[config.mk]
export PLATFORM = sky130hd
export DESIGN_NAME = pfbms_pad_mux_flat
export DESIGN_NICKNAME = d
export VERILOG_FILES = /design/src/rtl/pfbms_pkg.sv /design/src/rtl/pfbms_if.sv /design/src/rtl/pfbms_pad_mux.sv /design/src/flat_wrapper.sv
export SDC_FILE = /design/constraint.sdc
export NUM_CORES = 1
export LEC_CHECK = 0
export ABC_AREA = 1
export BUFFER_PORTS_ARGS = -buffer_cell sky130_fd_sc_hd__buf_2
export CAP_MARGIN = 20
export CORE_UTILIZATION = 50
export DETAILED_ROUTE_END_ITERATION = 8
export PLACE_DENSITY = 0.73
export SYNTH_ARGS = -nofsm -noshare
export SYNTH_HDL_FRONTEND = slang
export SYNTH_SLANG_ARGS = --single-unit
[constraint.sdc]
create_clock -name i_clk_sys -period 2.5 [get_ports i_clk_sys]
set_input_delay 0.375 -clock i_clk_sys [delete_from_list [all_inputs] [get_ports i_clk_sys]]
set_output_delay 0.375 -clock i_clk_sys [all_outputs]
set_load 0.01 [all_outputs]
[src/rtl/pfbms_pkg.sv]
// Constants shared by the pad function mux and the board mux controller.
// Assumes both ends run on one 100 MHz clock with a synchronous active-low reset.
package pfbms_pkg;
  // ----------------------------------------
  // Pad numbering
  // ----------------------------------------
  localparam int NPAD = 39;
  localparam int PAD_MEM = 0;
  localparam int NMEM = 10;
  localparam int PAD_CTL = 10;
  localparam int NCTL = 5;
  localparam int PAD_DAT = 15;
  localparam int NDAT = 24;
  localparam int SEL_W = 3;

  // ----------------------------------------
  // Function numbers and reset selection
  // ----------------------------------------
  localparam logic [2:0] FN_1 = 3'h1;
  localparam logic [2:0] FN_2 = 3'h2;
  localparam logic [2:0] FN_4 = 3'h4;
  localparam logic [2:0] FN_5 = 3'h5;
  localparam logic [2:0] FN_6 = 3'h6;
  localparam logic [2:0] SEL_RST = FN_1;

  // ----------------------------------------
  // Positions inside pad groups
  // ----------------------------------------
  localparam int EMMC_HI_LAST = 3;
  localparam int EMMC_CLK_PAD = 4;
  localparam int EMMC_CMD_PAD = 9;
  localparam int CTL_CLK = 0;
  localparam int CTL_DE = 1;
  localparam int CTL_FLD = 2;
  localparam int TRACE_CTL_BASE = 5;
  localparam int TRACE_DAT_BASE = 10;
  localparam int TRACE_DAT_LAST = 9;
  localparam int VOUT_DAT_TOP = 23;
  localparam int MDIO_CLK_DAT = 10;
  localparam int MDIO_D_DAT = 11;
  localparam int TXC_DAT = 12;
  localparam int TXCTL_DAT = 13;
  localparam int TXD_LAST = 17;
  localparam int RXC_DAT = 18;
  localparam int RXCTL_DAT = 19;
  localparam int RXD_LAST = 23;

  // ----------------------------------------
  // Pad select register space on the link
  // ----------------------------------------
  localparam int CFG_AW = 6;
  localparam logic [5:0] CFG_NPAD = 6'h27;
  localparam logic [5:0] CFG_STATUS = 6'h30;

  // ----------------------------------------
  // Controller register port
  // ----------------------------------------
  localparam int AW = 9;
  localparam int DW = 32;
  localparam logic [8:0] REG_EXP2 = 9'h000;
  localparam logic [8:0] REG_EXP3 = 9'h004;
  localparam logic [8:0] REG_CTRL = 9'h008;
  localparam logic [8:0] REG_STAT = 9'h00c;
  localparam int PAD_WIN_BIT = 8;

  // ----------------------------------------
  // Expander images and board mux fields
  // ----------------------------------------
  localparam int EXP_W = 18;
  localparam logic [17:0] EXP2_RST = 18'h00000;
  localparam logic [17:0] EXP3_RST = 18'h00000;
  localparam int EXP3_MUXC_HI = 15;
  localparam int EXP3_MUXC_LO = 14;
  localparam int EXP3_MUXD_HI = 6;
  localparam int EXP3_MUXD_LO = 2;
  localparam int EXP2_MUXE_HI = 17;
  localparam int EXP2_MUXE_LO = 14;
  localparam int EXP3_MUXF_HI = 12;
  localparam int EXP3_MUXF_LO = 11;
  localparam int EXP2_MUXJ = 4;
  localparam logic [1:0] MUXC_EMMC = 2'h1;
  localparam logic [1:0] MUXC_NOR = 2'h2;
  localparam logic [1:0] MUXD_ONBOARD = 2'h0;
  localparam logic [1:0] MUXE_TRACE = 2'h0;
  localparam logic [1:0] MUXF_GIG = 2'h0;
  localparam logic MUXJ_GIG = 1'b0;
  localparam logic [1:0] STRAP_WAIT = 2'h3;
endpackage

[src/rtl/pfbms_if.sv]
// Link between the board mux controller and the pad function mux.
// Assumes both ends share i_clk_sys; no signal here needs a synchroniser.
`timescale 1ns/10ps
interface pfbms_if;
  logic [5:0] cfg_addr;
  logic [2:0] cfg_wdata;
  logic cfg_wr;
  logic [2:0] cfg_rdata;
  logic first_port_sel;

  modport dev (
    input cfg_addr,
    input cfg_wdata,
    input cfg_wr,
    input first_port_sel,
    output cfg_rdata
  );
  modport ctl (
    output cfg_addr,
    output cfg_wdata,
    output cfg_wr,
    output first_port_sel,
    input cfg_rdata
  );
endinterface

[src/rtl/pfbms_pad_mux.sv]
// Pad function mux: per-pad function select for the memory/eMMC pads and the
// video-input-A control and data pads.
// Assumes pad inputs are asynchronous and the controller end writes the selects.
// What this block and the board mux controller do
// RQ1: Memory pads carry memory bus or eMMC port
// RQ2: eMMC pins map to fixed address pads
// RQ3: Expander three P15/P14 set board mux C
// RQ4: eMMC boot lets DIP position three choose
// RQ5: Video pads offer input, output, trace functions
// RQ6: Function four gives port B enable, syncs
// RQ7: Mux D via P6/P2, onboard by default
// RQ8: Mux E via P17/P14, trace by default
// RQ9: Data pads 10-23 give MDIO/RGMII or output
// RQ10: Mux F via P12/P11, Ethernet by default
// RQ11: MDIO on pads only without first port
// RQ12: Mux J via P4, gigabit by default
// RQ13: Only selected function drives or hears pad
`timescale 1ns/10ps
module pfbms_pad_mux (
  input wire logic i_clk_sys,
  input wire logic i_nrst,
  pfbms_if.dev bus,
  input wire logic [38:0] i_pad_in,
  output logic [38:0] o_pad_out,
  output logic [38:0] o_pad_oe,
  input wire logic [9:0] i_mem_out,
  input wire logic [9:0] i_mem_oe,
  output logic [9:0] o_mem_in,
  input wire logic i_emmc_clk,
  input wire logic i_emmc_cmd_out,
  input wire logic i_emmc_cmd_oe,
  output logic o_emmc_cmd_in,
  input wire logic [7:0] i_emmc_dat_out,
  input wire logic [7:0] i_emmc_dat_oe,
  output logic [7:0] o_emmc_dat_in,
  output logic [4:0] o_vin_a_ctl,
  output logic [23:0] o_vin_a_d,
  output logic [2:0] o_vin_b_ctl,
  input wire logic [4:0] i_vout_ctl,
  input wire logic [23:0] i_vout_d,
  input wire logic [19:5] i_trace_out,
  input wire logic [19:5] i_trace_oe,
  output logic [19:5] o_trace_in,
  input wire logic i_mdio_clk,
  input wire logic i_mdio_d_out,
  input wire logic i_mdio_d_oe,
  output logic o_mdio_d_in,
  input wire logic i_rgmii_txc,
  input wire logic i_rgmii_txctl,
  input wire logic [3:0] i_rgmii_txd,
  output logic o_rgmii_rxc,
  output logic o_rgmii_rxctl,
  output logic [3:0] o_rgmii_rxd
);
  // ----------------------------------------
  // State
  // ----------------------------------------
  typedef struct packed {
    logic [38:0][2:0] sel;
    logic [38:0] s1;
    logic [38:0] s2;
    logic [38:0] s3;
    logic [38:0] filt;
    logic [38:0] pad_out;
    logic [38:0] pad_oe;
    logic [9:0] mem_in;
    logic emmc_cmd_in;
    logic [7:0] emmc_dat_in;
    logic [4:0] vin_a_ctl;
    logic [23:0] vin_a_d;
    logic [2:0] vin_b_ctl;
    logic [19:5] trace_in;
    logic mdio_d_in;
    logic rxc;
    logic rxctl;
    logic [3:0] rxd;
  } pfbms_pad_st_t;

  localparam pfbms_pad_st_t ST_RST = '{sel: {39{pfbms_pkg::SEL_RST}}, default: '0};

  pfbms_pad_st_t st;
  pfbms_pad_st_t next_st;
  logic mdio_pads_ok;
  int p;
  int k;

  // MDIO may come from the video pads only while the first port is off
  assign mdio_pads_ok = !bus.first_port_sel;  // [RQ11]

  // ----------------------------------------
  // Select readback on the link
  // ----------------------------------------
  always_comb begin
    if (bus.cfg_addr < pfbms_pkg::CFG_NPAD) begin
      bus.cfg_rdata = st.sel[bus.cfg_addr];
    end else if (bus.cfg_addr == pfbms_pkg::CFG_STATUS) begin
      bus.cfg_rdata = {2'h0, mdio_pads_ok};
    end else begin
      bus.cfg_rdata = 3'h0;
    end
  end

  // ----------------------------------------
  // Next state
  // ----------------------------------------
  always_comb begin
    // Unselected functions see zero and leave the pad undriven
    next_st = '{sel: st.sel, s1: i_pad_in, s2: st.s1, s3: st.s2, filt: st.filt, default: '0};  // [RQ13]
    for (p = 0; p < pfbms_pkg::NPAD; p++) begin
      if (st.s2[p] == st.s3[p]) begin
        next_st.filt[p] = st.s3[p];
      end
    end
    if (bus.cfg_wr && (bus.cfg_addr < pfbms_pkg::CFG_NPAD)) begin
      next_st.sel[bus.cfg_addr] = bus.cfg_wdata;  // [RQ13]
    end
    // Memory bus upper address and chip select pads
    for (k = 0; k < pfbms_pkg::NMEM; k++) begin
      p = pfbms_pkg::PAD_MEM + k;
      case (st.sel[p])
        pfbms_pkg::FN_1: begin
          next_st.pad_out[p] = i_mem_out[k];  // [RQ1]
          next_st.pad_oe[p] = i_mem_oe[k];
          next_st.mem_in[k] = st.filt[p];
        end
        pfbms_pkg::FN_2: begin
          if (k <= pfbms_pkg::EMMC_HI_LAST) begin
            next_st.pad_out[p] = i_emmc_dat_out[k + 4];  // [RQ2]
            next_st.pad_oe[p] = i_emmc_dat_oe[k + 4];
            next_st.emmc_dat_in[k + 4] = st.filt[p];
          end else if (k == pfbms_pkg::EMMC_CLK_PAD) begin
            next_st.pad_out[p] = i_emmc_clk;  // [RQ2]
            next_st.pad_oe[p] = 1'b1;
          end else if (k == pfbms_pkg::EMMC_CMD_PAD) begin
            next_st.pad_out[p] = i_emmc_cmd_out;  // [RQ2]
            next_st.pad_oe[p] = i_emmc_cmd_oe;
            next_st.emmc_cmd_in = st.filt[p];
          end else begin
            next_st.pad_out[p] = i_emmc_dat_out[k - 5];  // [RQ1]
            next_st.pad_oe[p] = i_emmc_dat_oe[k - 5];
            next_st.emmc_dat_in[k - 5] = st.filt[p];
          end
        end
        default: begin
        end
      endcase
    end

    // Video-input-A clock, enable, field and sync pads
    for (k = 0; k < pfbms_pkg::NCTL; k++) begin
      p = pfbms_pkg::PAD_CTL + k;
      case (st.sel[p])
        pfbms_pkg::FN_1: begin
          next_st.vin_a_ctl[k] = st.filt[p];  // [RQ5]
        end
        pfbms_pkg::FN_4: begin
          // Clock and field pads have no function 4
          if (k == pfbms_pkg::CTL_DE) begin
            next_st.vin_b_ctl[0] = st.filt[p];  // [RQ6]
          end else if (k > pfbms_pkg::CTL_FLD) begin
            next_st.vin_b_ctl[k - 2] = st.filt[p];  // [RQ6]
          end
        end
        pfbms_pkg::FN_5: begin
          // Clock pad carries output field, field pad carries output clock
          if (k == pfbms_pkg::CTL_CLK) begin
            next_st.pad_out[p] = i_vout_ctl[pfbms_pkg::CTL_FLD];  // [RQ5]
          end else if (k == pfbms_pkg::CTL_FLD) begin
            next_st.pad_out[p] = i_vout_ctl[pfbms_pkg::CTL_CLK];  // [RQ5]
          end else begin
            next_st.pad_out[p] = i_vout_ctl[k];
          end
          next_st.pad_oe[p] = 1'b1;
        end
        pfbms_pkg::FN_6: begin
          next_st.pad_out[p] = i_trace_out[pfbms_pkg::TRACE_CTL_BASE + k];  // [RQ5]
          next_st.pad_oe[p] = i_trace_oe[pfbms_pkg::TRACE_CTL_BASE + k];
          next_st.trace_in[pfbms_pkg::TRACE_CTL_BASE + k] = st.filt[p];
        end
        default: begin
        end
      endcase
    end

    // Video-input-A data pads 0..23
    for (k = 0; k < pfbms_pkg::NDAT; k++) begin
      p = pfbms_pkg::PAD_DAT + k;
      case (st.sel[p])
        pfbms_pkg::FN_1: begin
          next_st.vin_a_d[k] = st.filt[p];  // [RQ5]
        end
        pfbms_pkg::FN_4: begin
          if ((k == pfbms_pkg::MDIO_CLK_DAT) && mdio_pads_ok) begin
            next_st.pad_out[p] = i_mdio_clk;  // [RQ9] [RQ11]
            next_st.pad_oe[p] = 1'b1;
          end else if ((k == pfbms_pkg::MDIO_D_DAT) && mdio_pads_ok) begin
            next_st.pad_out[p] = i_mdio_d_out;  // [RQ9] [RQ11]
            next_st.pad_oe[p] = i_mdio_d_oe;
            next_st.mdio_d_in = st.filt[p];
          end else if (k == pfbms_pkg::TXC_DAT) begin
            next_st.pad_out[p] = i_rgmii_txc;  // [RQ9]
            next_st.pad_oe[p] = 1'b1;
          end else if (k == pfbms_pkg::TXCTL_DAT) begin
            next_st.pad_out[p] = i_rgmii_txctl;  // [RQ9]
            next_st.pad_oe[p] = 1'b1;
          end else if ((k > pfbms_pkg::TXCTL_DAT) && (k <= pfbms_pkg::TXD_LAST)) begin
            next_st.pad_out[p] = i_rgmii_txd[pfbms_pkg::TXD_LAST - k];  // [RQ9]
            next_st.pad_oe[p] = 1'b1;
          end else if (k == pfbms_pkg::RXC_DAT) begin
            next_st.rxc = st.filt[p];  // [RQ9]
          end else if (k == pfbms_pkg::RXCTL_DAT) begin
            next_st.rxctl = st.filt[p];  // [RQ9]
          end else if ((k > pfbms_pkg::RXCTL_DAT) && (k <= pfbms_pkg::RXD_LAST)) begin
            next_st.rxd[pfbms_pkg::RXD_LAST - k] = st.filt[p];  // [RQ9]
          end
        end
        pfbms_pkg::FN_5: begin
          next_st.pad_out[p] = i_vout_d[pfbms_pkg::VOUT_DAT_TOP - k];  // [RQ5] [RQ9]
          next_st.pad_oe[p] = 1'b1;
        end
        pfbms_pkg::FN_6: begin
          if (k <= pfbms_pkg::TRACE_DAT_LAST) begin
            next_st.pad_out[p] = i_trace_out[pfbms_pkg::TRACE_DAT_BASE + k];  // [RQ5]
            next_st.pad_oe[p] = i_trace_oe[pfbms_pkg::TRACE_DAT_BASE + k];
            next_st.trace_in[pfbms_pkg::TRACE_DAT_BASE + k] = st.filt[p];
          end
        end
        default: begin
        end
      endcase
    end
  end

  // ----------------------------------------
  // Registers
  // ----------------------------------------
  always_ff @(posedge i_clk_sys) begin
    if (!i_nrst) begin
      st <= ST_RST;
    end else begin
      st <= next_st;
    end
  end

  assign o_pad_out = st.pad_out;
  assign o_pad_oe = st.pad_oe;
  assign o_mem_in = st.mem_in;
  assign o_emmc_cmd_in = st.emmc_cmd_in;
  assign o_emmc_dat_in = st.emmc_dat_in;
  assign o_vin_a_ctl = st.vin_a_ctl;
  assign o_vin_a_d = st.vin_a_d;
  assign o_vin_b_ctl = st.vin_b_ctl;
  assign o_trace_in = st.trace_in;
  assign o_mdio_d_in = st.mdio_d_in;
  assign o_rgmii_rxc = st.rxc;
  assign o_rgmii_rxctl = st.rxctl;
  assign o_rgmii_rxd = st.rxd;
endmodule

[src/flat_wrapper.sv]
// flat-port wrapper written by rule: the top's interface ports become plain ports
module pfbms_pad_mux_flat 
  (i_clk_sys, i_nrst, i_pad_in, o_pad_out, o_pad_oe, i_mem_out, i_mem_oe, o_mem_in, i_emmc_clk, i_emmc_cmd_out, i_emmc_cmd_oe, o_emmc_cmd_in, i_emmc_dat_out, i_emmc_dat_oe, o_emmc_dat_in, o_vin_a_ctl, o_vin_a_d, o_vin_b_ctl, i_vout_ctl, i_vout_d, i_trace_out, i_trace_oe, o_trace_in, i_mdio_clk, i_mdio_d_out, i_mdio_d_oe, o_mdio_d_in, i_rgmii_txc, i_rgmii_txctl, i_rgmii_txd, o_rgmii_rxc, o_rgmii_rxctl, o_rgmii_rxd, bus_cfg_addr, bus_cfg_wdata, bus_cfg_wr, bus_first_port_sel, bus_cfg_rdata);
  pfbms_if bus_i ();
  input wire logic i_clk_sys;
  input wire logic i_nrst;
  input wire logic [38:0] i_pad_in;
  output logic [38:0] o_pad_out;
  output logic [38:0] o_pad_oe;
  input wire logic [9:0] i_mem_out;
  input wire logic [9:0] i_mem_oe;
  output logic [9:0] o_mem_in;
  input wire logic i_emmc_clk;
  input wire logic i_emmc_cmd_out;
  input wire logic i_emmc_cmd_oe;
  output logic o_emmc_cmd_in;
  input wire logic [7:0] i_emmc_dat_out;
  input wire logic [7:0] i_emmc_dat_oe;
  output logic [7:0] o_emmc_dat_in;
  output logic [4:0] o_vin_a_ctl;
  output logic [23:0] o_vin_a_d;
  output logic [2:0] o_vin_b_ctl;
  input wire logic [4:0] i_vout_ctl;
  input wire logic [23:0] i_vout_d;
  input wire logic [19:5] i_trace_out;
  input wire logic [19:5] i_trace_oe;
  output logic [19:5] o_trace_in;
  input wire logic i_mdio_clk;
  input wire logic i_mdio_d_out;
  input wire logic i_mdio_d_oe;
  output logic o_mdio_d_in;
  input wire logic i_rgmii_txc;
  input wire logic i_rgmii_txctl;
  input wire logic [3:0] i_rgmii_txd;
  output logic o_rgmii_rxc;
  output logic o_rgmii_rxctl;
  output logic [3:0] o_rgmii_rxd;
  input wire logic [$bits(bus_i.cfg_addr)-1:0] bus_cfg_addr;
  input wire logic [$bits(bus_i.cfg_wdata)-1:0] bus_cfg_wdata;
  input wire logic [$bits(bus_i.cfg_wr)-1:0] bus_cfg_wr;
  input wire logic [$bits(bus_i.first_port_sel)-1:0] bus_first_port_sel;
  output wire logic [$bits(bus_i.cfg_rdata)-1:0] bus_cfg_rdata;
  assign bus_i.cfg_addr = bus_cfg_addr;
  assign bus_i.cfg_wdata = bus_cfg_wdata;
  assign bus_i.cfg_wr = bus_cfg_wr;
  assign bus_i.first_port_sel = bus_first_port_sel;
  assign bus_cfg_rdata = bus_i.cfg_rdata;
  pfbms_pad_mux u_core (.i_clk_sys(i_clk_sys), .i_nrst(i_nrst), .bus(bus_i), .i_pad_in(i_pad_in), .o_pad_out(o_pad_out), .o_pad_oe(o_pad_oe), .i_mem_out(i_mem_out), .i_mem_oe(i_mem_oe), .o_mem_in(o_mem_in), .i_emmc_clk(i_emmc_clk), .i_emmc_cmd_out(i_emmc_cmd_out), .i_emmc_cmd_oe(i_emmc_cmd_oe), .o_emmc_cmd_in(o_emmc_cmd_in), .i_emmc_dat_out(i_emmc_dat_out), .i_emmc_dat_oe(i_emmc_dat_oe), .o_emmc_dat_in(o_emmc_dat_in), .o_vin_a_ctl(o_vin_a_ctl), .o_vin_a_d(o_vin_a_d), .o_vin_b_ctl(o_vin_b_ctl), .i_vout_ctl(i_vout_ctl), .i_vout_d(i_vout_d), .i_trace_out(i_trace_out), .i_trace_oe(i_trace_oe), .o_trace_in(o_trace_in), .i_mdio_clk(i_mdio_clk), .i_mdio_d_out(i_mdio_d_out), .i_mdio_d_oe(i_mdio_d_oe), .o_mdio_d_in(o_mdio_d_in), .i_rgmii_txc(i_rgmii_txc), .i_rgmii_txctl(i_rgmii_txctl), .i_rgmii_txd(i_rgmii_txd), .o_rgmii_rxc(o_rgmii_rxc), .o_rgmii_rxctl(o_rgmii_rxctl), .o_rgmii_rxd(o_rgmii_rxd));
endmodule
### Word-level counts from Yosys, hierarchy flattened

Index checks and enable logic that the tools add are counted.

* magnitude comparators: 3
* equality and inequality tests: 150
* multiplexer cells: 83
* bitwise gates (word level): 2
* reductions and logical operators: 88

Operator list (count)
* 3-bit equality test, second input constant: 61
* 2-bit AND reduction: 78
* 1-bit one-hot mux with 2 select lines: 60
* 117-bit bitwise mux: 1
* 3-bit by 1-bit equality test with 1-bit output, second input constant: 39
* 1-bit equality test: 39
* 3-bit by 2-bit equality test with 1-bit output, second input constant: 10
* 3-bit binary-select mux with 6-bit select: 1
* 3-bit demux with 6-bit select: 1
* 1-bit 2-to-1 mux: 17
* 2-bit OR reduction: 6
* 3-bit 2-to-1 mux: 3
* 6-bit by 7-bit < comparator with 1-bit output, second input constant: 1
* 6-bit equality test, second input constant: 1
* 6-bit by 1-bit >= comparator with 1-bit output, second input constant: 1
* 6-bit < comparator, second input constant: 1
* 3-bit OR reduction: 1
* 1-bit logical AND: 2
* 1-bit NOT: 2
* 1-bit logical NOT: 1

* flip-flop bits (word level): 424
* bits of input ports: 159
* output and inout port bits: 154
* logic and storage cells: 488

### Longest topological paths before layout

Gate-level depths: netlist (run 1).

* word-level depth: 5
* depth in mapped cells: 12
* mapped depth without buffers: 11

### Worst setup path before layout (run 1)

Ideal clock, no wire load.

* path kind: input -> output
* start: in bus_cfg_addr[1]
* end: out bus_cfg_rdata[0]
* arrival: 1408 ps
* data required time: 2125 ps
* path slack: 717 ps
* cell stages on the path: 11
* buffers on the path: 2
* cells stage by stage: buf_6 inv_1 clkbuf_1 nand2_1 nor2_1 nor2_1 nand2_1 nand3_1 nand3_1 nor2_1 nor2_1

* longest elaborated chain between the ends: 3
* elaborated cells on any way between the ends: 6
* those cells by class: order compare: 1; eq/ne: 1; mux: 4

RTL lines
* start: declaration: line flat_wrapper.sv:38 `input wire logic [$bits(bus_i.cfg_addr)-1:0] bus_cfg_addr;`
* 3-bit binary-select mux with 6-bit select / 6-bit equality test (equally long branches): line pfbms_pad_mux.sv:95, pfbms_pad_mux.sv:96
* 3-bit 2-to-1 mux (implied by the code) / 1-bit 2-to-1 mux (equally long branches): line pfbms_pad_mux.sv:95, pfbms_pad_mux.sv:96
* 3-bit 2-to-1 mux *: line pfbms_pad_mux.sv:94 `if (bus.cfg_addr < pfbms_pkg::CFG_NPAD) begin`
* end: declaration: line flat_wrapper.sv:42 `output wire logic [$bits(bus_i.cfg_rdata)-1:0] bus_cfg_rdata;`

Every way passes the cells marked *; elsewhere a longest branch is shown, timed or not. The select of a mux whose other input is x is not followed.

### Worst setup path after layout (run 1)

* start: reg u_core.st[386] (netlist name)
* end: out bus_cfg_rdata[1]

* longest elaborated chain between the ends: 3

RTL lines
* start: declaration: line pfbms_pad_mux.sv:81 `pfbms_pad_st_t st;`
* start signal: assignment: line pfbms_pad_mux.sv:241 `st <= next_st;`
* 3-bit binary-select mux with 6-bit select: line pfbms_pad_mux.sv:95 `bus.cfg_rdata = st.sel[bus.cfg_addr];`
* 3-bit 2-to-1 mux (implied by the code): line pfbms_pad_mux.sv:95
* 3-bit 2-to-1 mux: line pfbms_pad_mux.sv:94

No other way between the ends. The select of a mux whose other input is x is not followed.

==> results of run 1 <==
## stage by stage
step	power, uW	cell area [sq um]	utilization [%]	std cells	setup WS, ps
after detailed placement	7720	17600	53.9	2719	150
final	13900	19100	58.3	2798	111
after floorplan	7450	16700	-	2152	717
after CTS	14000	19100	58.3	2796	82.2
after global placement	7700	17600	53.9	2719	204
after global routing	14400	19100	58.3	2797	3.12
## flip-flops by register name (all words and copies together), names as in the netlist, 4 cells and up
register and flops:
u_core.o_pad_out 39, u_core.o_pad_oe 39, u_core.o_emmc_dat_in 8, u_core.o_mem_in 10, u_core.o_trace_in 15, u_core.st 195
u_core.o_vin_a_ctl 5, u_core.next_st 78, u_core.o_rgmii_rxd 4, u_core.o_vin_a_d 24
## critical path: cells and delay by family, from the launching register on
kind / cells / cell delay, ps
buffers and inverters: 2 / 240
AO/OA/AOI/OAI: 1 / 260
AND/OR/NAND/NOR: 8 / 640
flip-flops: 1 / 350
## layout make-up
type                       count  area [sq um]  area share [%]
inverter                     314          1180            6.18
clock buffer                  66          1270            6.69
antenna                        2          5.00          0.0263
sequential                   424          8490            44.5
timing repair buffer         339          1810            9.50
clock inverter                11           138           0.722
multi-input combinational   1200          5610            29.5
tap                          442           553            2.90
## Yosys cell counts (14+ instances only)
cell | number | area [sq um]
a21o_1 | 28 | 210
a21oi_1 | 118 | 591
a22o_1 | 16 | 140
buf_1 | 14 | 52.6
buf_4 | 147 | 1100
clkbuf_1 | 38 | 143
dfxtp_1 | 424 | 8490
inv_1 | 307 | 1150
nand2_1 | 522 | 1960
nand3_1 | 43 | 215
nor2_1 | 145 | 544
nor3_1 | 87 | 435
nor4_1 | 45 | 282
o21ai_0 | 120 | 601
o21ba_2 | 15 | 150
## worst min path at each step
| stage | depth (start not counted) | slack, ps | end |
|---|---|---|---|
| 2_1_floorplan | 2 | 390 | u_core.next_st[190] |
| 3_3_place_gp | 2 | 390 | u_core.next_st[199] |
| 3_5_place_dp | 2 | 400 | u_core.next_st[215] |
| 4_1_cts | 3 | 5 | u_core.next_st[235] |
| 5_1_grt | 3 | 20 | u_core.next_st[241] |
| 6_report | 3 | 20 | u_core.next_st[238] |
## report_power, final
part,total (uW),internal [uW],switching [uW]
clock network,6360,3820,2540
registers,6910,6870,45.2
logic,658,241,417
total,13900,10900,3000
## metal layers
layer | GRT usage (%) | vias to the layer above
met3 | 4.07 | 61
met2 | 40.6 | 418
met4 | 6.25 | 6
met5 | 0 | -
met1 | 28.9 | 6389
li1 | - | 6948
## kinds of logic after synthesis
| kind of cell | after synthesis | synth area share [%] |
|---|---|---|
| compound gates | 319 | 11.1 |
| buf+inv | 528 | 15.5 |
| fa+ha+maj | 2 | 0.120 |
| simple gates | 879 | 22.4 |
| flops | 424 | 50.9 |
## repair_timing
item	4_1_cts	5_1_grt
gates resized for setup	0	3
hold buffers	0	0
endpoints found under the setup margin	0	2
==> out/qor.csv, run 1 <==
metric;value;unit
Power Density;731;nW/um^2
core area;32700;sq um
Slew Viols, Final;0;
DR WL met3;2620;um
crit path DAT;2010;ps
Setup Viol. Count Final;0;
FFs w/ async S/R, synth;0;%
maximum vdd drop;597;uV
proportion of layout cells with a drive suffix above 1;19.2;%
grt total ovfl;0;
synthesis-stage register bit count;424;
measured slew at the worst slew-check pin;799;ps
Reg2Reg Setup Slack;1060;ps
Cell Area, Synth;16700;sq um
Critical Path End Type;output pin;
minimum clock period;2390;ps
Worst Path Required;2120;ps
first-pass GRT wire length;62600;um
GPL Wtd Cong;0.889;
I/O pins;313;
Critical R2R Launch;u_core.st[331];
die area;34100;sq um
RSZ-0062 raised after global routing;no;
Unique masters post-synth;33;
min-delay src;i_pad_in[9];
Worst Skew;10.3;ps
Worst Setup SP;u_core.st[386];
post-synthesis sequential area ratio;50.9;%
Worst setup endpoint;bus_cfg_rdata[1];
H-Tree Depth;2;
total CTS buffers;43;
Max-Cap Viols;0;
Critical R2R Capture;u_core.o_pad_oe[8];
TritonCTS clock tree;yes;
Syn Area/Cell;7.75;sq um
commonest non-fill, non-tap cell in the layout;nand2_1;
crit-path cells;inv_1 -> o21ai_0 -> nand2_1 -> nand2_1 -> nand2_1 -> nand3_1 -> nand2_1 -> nand2_1 -> nor2_1 -> nand2_1 -> buf_2;
final hold vios;0;
slowest stage delay, CP;350;ps
Worst-Skew Late Latency;530;ps
Die H;185;um
Die X;185;um
top sig layer;met5;
fmax;419;MHz
Port Buffers;312;
Post-synth EDFFs;0;
initial DRC count;1032;
Slew HR;46.6;%
crit share post-route;95.6;%
Synth-to-Final Area Change;14.3;%
critical path's slowest cell;dfxtp_1;
Setup Fix Bufs, Post-CTS;0;
GRT Total Usage;23.1;%
CTS max path bufs;3;
DRT Wirelength;40100;um
critical path class;reg2out;
most frequent cells in the layout;nand2_1, dfxtp_1, buf_2;
Pre-antenna DRT Iters;7;
crit start category;register;
initial antenna violation count;5;
WL met1;17200;um
leak pwr;0.00957;uW
via count;13800;
Initial Utilization;51.0;%
Synth Flop Type;dfxtp_1;
Final nets;2481;
Syn Inst Count;2152;
met2 WL post-DR;19500;um
post-route ant nets;0;
Post-route DRC;0;
Fillers;3014;
FP Rows;66;
outcome;finished, final reports clean;
# clock sinks;424;
Synthesized Nets;2311;
vias in the first global route;12700;
R2R depth;6;
drt via density;4.94;
HP Class;in2reg;
Fin Hold WS;22.5;ps
Avg WL per Cell;14.3;um
setup TNS;0;ps
clock tree root buffer cell;clkbuf_16;
critical path's most frequent cell;nand2_1;
largest net degree at the start of global routing;124;
DPL Wire Length;29000;um
CTS clk-pin slew, worst paths;60;ps
Ys Warns;0;
CP max FO;3;
Note: power is estimated with default switching activity, not from simulation.
==> inputs of run 2 (changes only) <==
--- a/config.mk
+++ b/config.mk
@@ -10,6 +10,7 @@
 export CAP_MARGIN = 20
 export CORE_UTILIZATION = 50
 export DETAILED_ROUTE_END_ITERATION = 8
+export GPL_TIMING_DRIVEN = 0
 export PLACE_DENSITY = 0.73
 export SYNTH_ARGS = -nofsm -noshare
 export SYNTH_HDL_FRONTEND = slang
==> run 2 against run 1 <==
- critical path depth is 2 lower
- register-to-register slack better by 40 ps
- final cell count is 6.5% higher
==> out/qor.csv, run 2 (synthesis results as in run 1) <==
metric;value;unit;change
GPL Wtd Cong;0.954;;+7.4%
die area;34100;sq um;unchanged
first-pass GRT wire length;72700;um;+16%
initial antenna violation count;2;;-3
CTS max path bufs;3;;unchanged
critical path class;reg2out;;
Worst Path Buf+Inv;3;;+1
Most flops, register;u_core.st;;
Die X;185;um;unchanged
TritonCTS clock tree;yes;;
Critical Path End Type;output pin;;
cell count after placement;2903;;+6.8%
fin cells;2979;;+6.5%
HP Class;in2reg;;
Multi-input gate area;5620;sq um;+0.11%
Post-route DRC;0;;unchanged
clock tree root buffer cell;clkbuf_16;;
# clock sinks;424;;unchanged
global-route met2 utilization;48.0;%;+7.4 points
Max-Cap Viols;0;;unchanged
met3 Usage GRT;5.49;%;+1.4 points
largest net degree at the start of global routing;14;;-89%
crit share post-route;97.0;%;+1.4 points
FP Rows;66;;unchanged
Initial Utilization;51.0;%;unchanged
I/O pins;313;;unchanged
Final nets;2666;;+7.5%
most frequent cells in the layout;nand2_1, dfxtp_1, buf_2;;
Avg WL per Cell;16.0;um;+12%
Worst Skew;13.3;ps;+3.01 ps
delay-heaviest family, CP;compound AO/OA/AOI/OAI gates;;
dpl cell area;18800;sq um;+6.4%
Power Density;694;nW/um^2;-5.0%
core area;32700;sq um;unchanged
final hold vios;0;;unchanged
fmax;412;MHz;-1.5%
crit-path cells;inv_1 -> o21ai_0 -> nand2_1 -> a21oi_1 -> o21ai_0 -> nand2_1 -> inv_1 -> nand2_1 -> buf_2;;
H-Tree Depth;2;;unchanged
crit start category;register;;
Setup Viol. Count Final;0;;unchanged
DRT Wirelength;47700;um;+19%
critical path's slowest cell;dfxtp_1;;
vias in the first global route;14100;;+12%
crit path DAT;2050;ps;+40 ps
Worst-Skew Late Latency;540;ps;about the same
Fillers;3000;;-0.46%
CP max FO;4;;+1
Setup Fix Bufs, Post-CTS;0;;unchanged
drt via density;4.97;;+0.59%
critical path's most frequent cell;nand2_1;;
register area;8490;sq um;about the same
maximum vdd drop;508;uV;-15%
Most Crowded Layer GR;met2;;
total CTS buffers;44;;+2.3%
RSZ-0062 raised after global routing;no;;
post-route ant nets;0;;unchanged
Pre-antenna DRT Iters;6;;-1
Port Buffers;309;;-0.96%
Slew Viols, Final;0;;unchanged
proportion of layout cells with a drive suffix above 1;23.1;%;+3.9 points
grt total ovfl;0;;unchanged
Hold Buf Count CTS;0;;unchanged
Die H;185;um;unchanged
max reg flops;195;;unchanged
slowest stage delay, CP;370;ps;+20 ps
minimum clock period;2420;ps;+35.8 ps
via count;14800;;+7.1%
Synth-to-Final Area Change;21.1;%;
GRT Total Usage;27.9;%;+4.8 points
outcome;finished, final reports clean;;
CTS clk-pin slew, worst paths;60;ps;about the same
Slew HR;34.5;%;-12 points
final instance area;20200;sq um;+5.9%
commonest non-fill, non-tap cell in the layout;nand2_1;;
Reg2Reg Setup Slack;1100;ps;+40 ps
leak pwr;0.0104;uW;+8.2%
DPL Wire Length;35300;um;+22%
GRT met1 Usage;34.2;%;+5.4 points
Worst Path Required;2120;ps;about the same
initial DRC count;1093;;+5.9%
measured slew at the worst slew-check pin;983;ps;+184 ps
[run 2: per-stage QoR]
step	TNS [ps]	total power, uW	setup slack, ps	hold slack, ps	util, %
2_1_floorplan	0	7450	717	390	-
3_3_place_gp	-122	7800	-97.2	393	57.4
3_5_place_dp	-141	7820	-109	397	57.4
4_1_cts	0	14100	0.378	6.01	61.7
5_1_grt	0	14500	5.99	27.1	61.7
6_report	0	14000	75.4	22.2	61.7
[run 2: per-layer routing]
| metal | part of all wire [%] | vias to the layer above |
|---|---|---|
| li1 | - | 7330 |
| met1 | 41 | 6814 |
| met2 | 48 | 559 |
| met3 | 8.4 | 98 |
| met4 | 3.2 | 2 |
| met5 | 0.027 | - |
[run 2: power by group]
group | internal [uW] | leakage, uW | switching, uW | total [uW]
combinational | 261 | 0.00623 | 513 | 774
clock | 3740 | 0.000678 | 2590 | 6320
sequential | 6870 | 0.00344 | 46.8 | 6920
[run 2: path summary, 6_finish.rpt]
| path | from | endpoint | cells after the start |
|---|---|---|---|
| worst max-delay path | u_core.st[362] | bus_cfg_rdata[1] | 9 |
| worst max register to register | u_core.st[322] | u_core.o_pad_out[5] | 6 |
| worst min register to register | u_core.next_st[260] | u_core.next_st[221] | 2 |
| worst min-delay path | i_pad_in[16] | u_core.next_st[245] | 3 |
[run 2: worst min-delay path: cells and delay by family]
| family | cells | cell delay [ps] |
|---|---|---|
| buf+inv | 2 | 110 |
| simple gates | 1 | 40 |
[run 2: area by class of cell]
cell class                      count  share of cell area (%)
Sequential cell                   424                    42.0
Clock buffer                       65                    6.35
Antenna cell                        1                  0.0124
Clock inverter                     10                   0.521
Buffer                            214                    6.98
Tap cell                          442                    2.74
Inverter                          314                    5.84
Timing Repair Buffer              309                    7.67
Multi-Input combinational cell   1200                    27.8
[run 2: repair_timing]
item | in CTS | in global routing
resized for setup | 2 | 14
setup endpoints to repair | 2 | 3
pin swaps | 0 | 0
==> inputs of run 3 (changes only) <==
--- a/config.mk
+++ b/config.mk
@@ -8,10 +8,12 @@
 export ABC_AREA = 1
 export BUFFER_PORTS_ARGS = -buffer_cell sky130_fd_sc_hd__buf_2
 export CAP_MARGIN = 20
-export CORE_UTILIZATION = 50
+export CELL_PAD_IN_SITES_DETAIL_PLACEMENT = 1
+export CELL_PAD_IN_SITES_GLOBAL_PLACEMENT = 1
+export CORE_UTILIZATION = 43
 export DETAILED_ROUTE_END_ITERATION = 8
 export GPL_TIMING_DRIVEN = 0
-export PLACE_DENSITY = 0.73
+export PLACE_DENSITY_LB_ADDON = 0.1
 export SYNTH_ARGS = -nofsm -noshare
 export SYNTH_HDL_FRONTEND = slang
 export SYNTH_SLANG_ARGS = --single-unit
==> run 3 against run 2 <==
- first-iteration DRC count down 40%
- die area rose by 16%
- via count rose by 2.5%
- sequential share of layout area fell by 1.1 points
- non-clock buffer count is 41 higher
- combinational power is 10% higher
- critical endpoint unchanged
- register-to-register slack got worse by 170 ps
- flip-flop and latch count stayed put
==> out/qor.csv, run 3 (synthesis results as in run 1) <==
metric;value;unit;change
commonest non-fill, non-tap cell in the layout;nand2_1;;
Worst Skew;12.0;ps;-1.28 ps
Power Density;692;nW/um^2;-0.26%
max reg flops;195;;unchanged
Die H;199;um;+7.7%
leak pwr;0.0106;uW;+2.0%
Util after Layout;54.7;%;-7.1 points
Max-Cap Viols;0;;unchanged
setup TNS;0;ps;unchanged
Reg2Reg Setup Slack;930;ps;-170 ps
maximum vdd drop;587;uV;+16%
Die X;199;um;+7.7%
clock tree root buffer cell;clkbuf_16;;
dpl cell area;18900;sq um;+0.46%
total CTS buffers;44;;unchanged
slowest stage delay, CP;340;ps;-30 ps
Worst Setup SP;bus_cfg_addr[0];;
measured slew at the worst slew-check pin;1020;ps;+41.7 ps
CTS max path bufs;3;;unchanged
die area;39600;sq um;+16%
CTS clk-pin slew, worst paths;60;ps;about the same
I/O pins;313;;unchanged
H-Tree Depth;2;;unchanged
Critical R2R Launch;u_core.st[325];;
FP Rows;71;;+7.6%
grt total ovfl;0;;unchanged
Most flops, register;u_core.st;;
first-pass GRT wire length;85500;um;+18%
via count;15200;;+2.5%
post-route ant nets;0;;unchanged
TritonCTS clock tree;yes;;
Initial Utilization;44.0;%;-7.0 points
Worst Path Buf+Inv;4;;+1
critical path's slowest cell;buf_2;;
crit-path cells;buf_2 -> inv_2 -> buf_2 -> nand2_1 -> nor2_1 -> nor2_1 -> nand3_1 -> nand2_1 -> nand2_1 -> nor2_1 -> nand2_1 -> buf_2;;
final instance area;20700;sq um;+2.7%
proportion of layout cells with a drive suffix above 1;22.9;%;-0.16 points
DPL Wire Length;41500;um;+18%
drt via density;4.92;;-1.1%
Avg WL per Cell;18.2;um;+14%
initial antenna violation count;0;;-2
final hold vios;0;;unchanged
Pre-antenna DRT Iters;5;;-1
initial DRC count;657;;-40%
Worst setup endpoint;bus_cfg_rdata[1];;
crit start category;input pin;;
critical path class;in2out;;
# clock sinks;424;;unchanged
Slew Viols, Final;0;;unchanged
CP max FO;10;;+6
minimum clock period;2430;ps;+3.77 ps
most frequent cells in the layout;nand2_1, dfxtp_1, buf_2;;
Slew HR;31.7;%;-2.8 points
crit share post-route;97.1;%;+0.15 points
Fillers;4774;;+59%
critical path's most frequent cell;nand2_1;;
GRT Total Usage;28.5;%;+0.67 points
Final nets;2707;;+1.5%
Port Buffers;309;;unchanged
Setup Viol. Count Final;0;;unchanged
Critical R2R Capture;u_core.o_pad_oe[6];;
outcome;finished, final reports clean;;
Multi-input gate area;5630;sq um;+0.13%
R2R depth;6;;unchanged
Critical Path End Type;output pin;;
Worst Path Required;2120;ps;about the same
Critical Path Stages;12;;+3
Post-route DRC;0;;unchanged
crit path DAT;2050;ps;about the same
delay-heaviest family, CP;simple AND/OR/NAND/NOR gates;;
core area;37900;sq um;+16%
DRT Wirelength;56300;um;+18%
fmax;412;MHz;-0.16%
largest net degree at the start of global routing;14;;unchanged
HP Class;in2reg;;
register area;8490;sq um;about the same
GPL Wtd Cong;0.936;;-1.9%
Worst-Skew Late Latency;570;ps;+30 ps
RSZ-0062 raised after global routing;no;;
vias in the first global route;15700;;+11%
Synth-to-Final Area Change;24.4;%;
[run 3: routing by layer]
metal,vias up,GRT usage (%),routed length [um]
met4,0,9.83,1500
met3,89,3.41,2560
li1,7383,-,-
met5,-,0,0
met2,356,51.2,28100
met1,7350,35.1,24100
[run 3: power breakdown]
part           total (uW)  leakage (uW)  internal, uW  switching [uW]
registers            6920       0.00344          6870            49.7
logic                 852       0.00642           303             549
clock network        6580      0.000701          3910            2670
[run 3: worst min path at each step]
| stage | startpoint | to | slack [ps] | depth (start not counted) |
|---|---|---|---|---|
| 6_report | i_vout_d[0] | u_core.o_pad_out[38] | 20 | 2 |
| 5_1_grt | i_pad_in[19] | u_core.next_st[248] | 20 | 3 |
| 4_1_cts | i_vout_d[0] | u_core.o_pad_out[38] | 3 | 2 |
| 3_5_place_dp | u_core.next_st[263] | u_core.next_st[224] | 400 | 2 |
| 3_3_place_gp | u_core.next_st[266] | u_core.next_st[227] | 390 | 2 |
| 2_1_floorplan | u_core.next_st[229] | u_core.next_st[190] | 390 | 2 |
[run 3: repair_timing]
action | 4_1_cts | 5_1_grt
pin swaps | 0 | 0
hold buffers | 41 | 0
setup buffers | 0 | 0
hold endpoints to repair | 41 | 0
endpoints found under the setup margin | 3 | 3
gates resized for setup | 5 | 18
[run 3: layout make-up]
| type | count | area share [%] |
|---|---|---|
| Antenna cell | 1 | 0.0121 |
| Buffer | 214 | 6.81 |
| Clock buffer | 67 | 6.36 |
| Clock inverter | 6 | 0.507 |
| Inverter | 314 | 5.68 |
| Multi-Input combinational cell | 1200 | 27.1 |
| Sequential cell | 424 | 41.0 |
| Tap cell | 511 | 3.08 |
| Timing Repair Buffer | 350 | 9.44 |
[run 3: worst reg2reg max path, cell delays in order (launching register included)]
cell and delay, ps:
dfxtp_1 340, inv_1 80, nor3_1 590, inv_1 130, a21oi_1 240, nand2_1 80, inv_1 50
[run 3: stage by stage]
stage / hold WS, ps / cells / total power (uW) / setup slack (ps)
2_1_floorplan: 390 / 2152 / 7450 / 717
5_1_grt: 18.6 / 3086 / 14800 / 3.81
4_1_cts: 2.95 / 3086 / 14400 / 21.3
6_report: 22.3 / 3087 / 14400 / 71.6
3_5_place_dp: 400 / 2972 / 7850 / -141
3_3_place_gp: 392 / 2972 / 7820 / -122
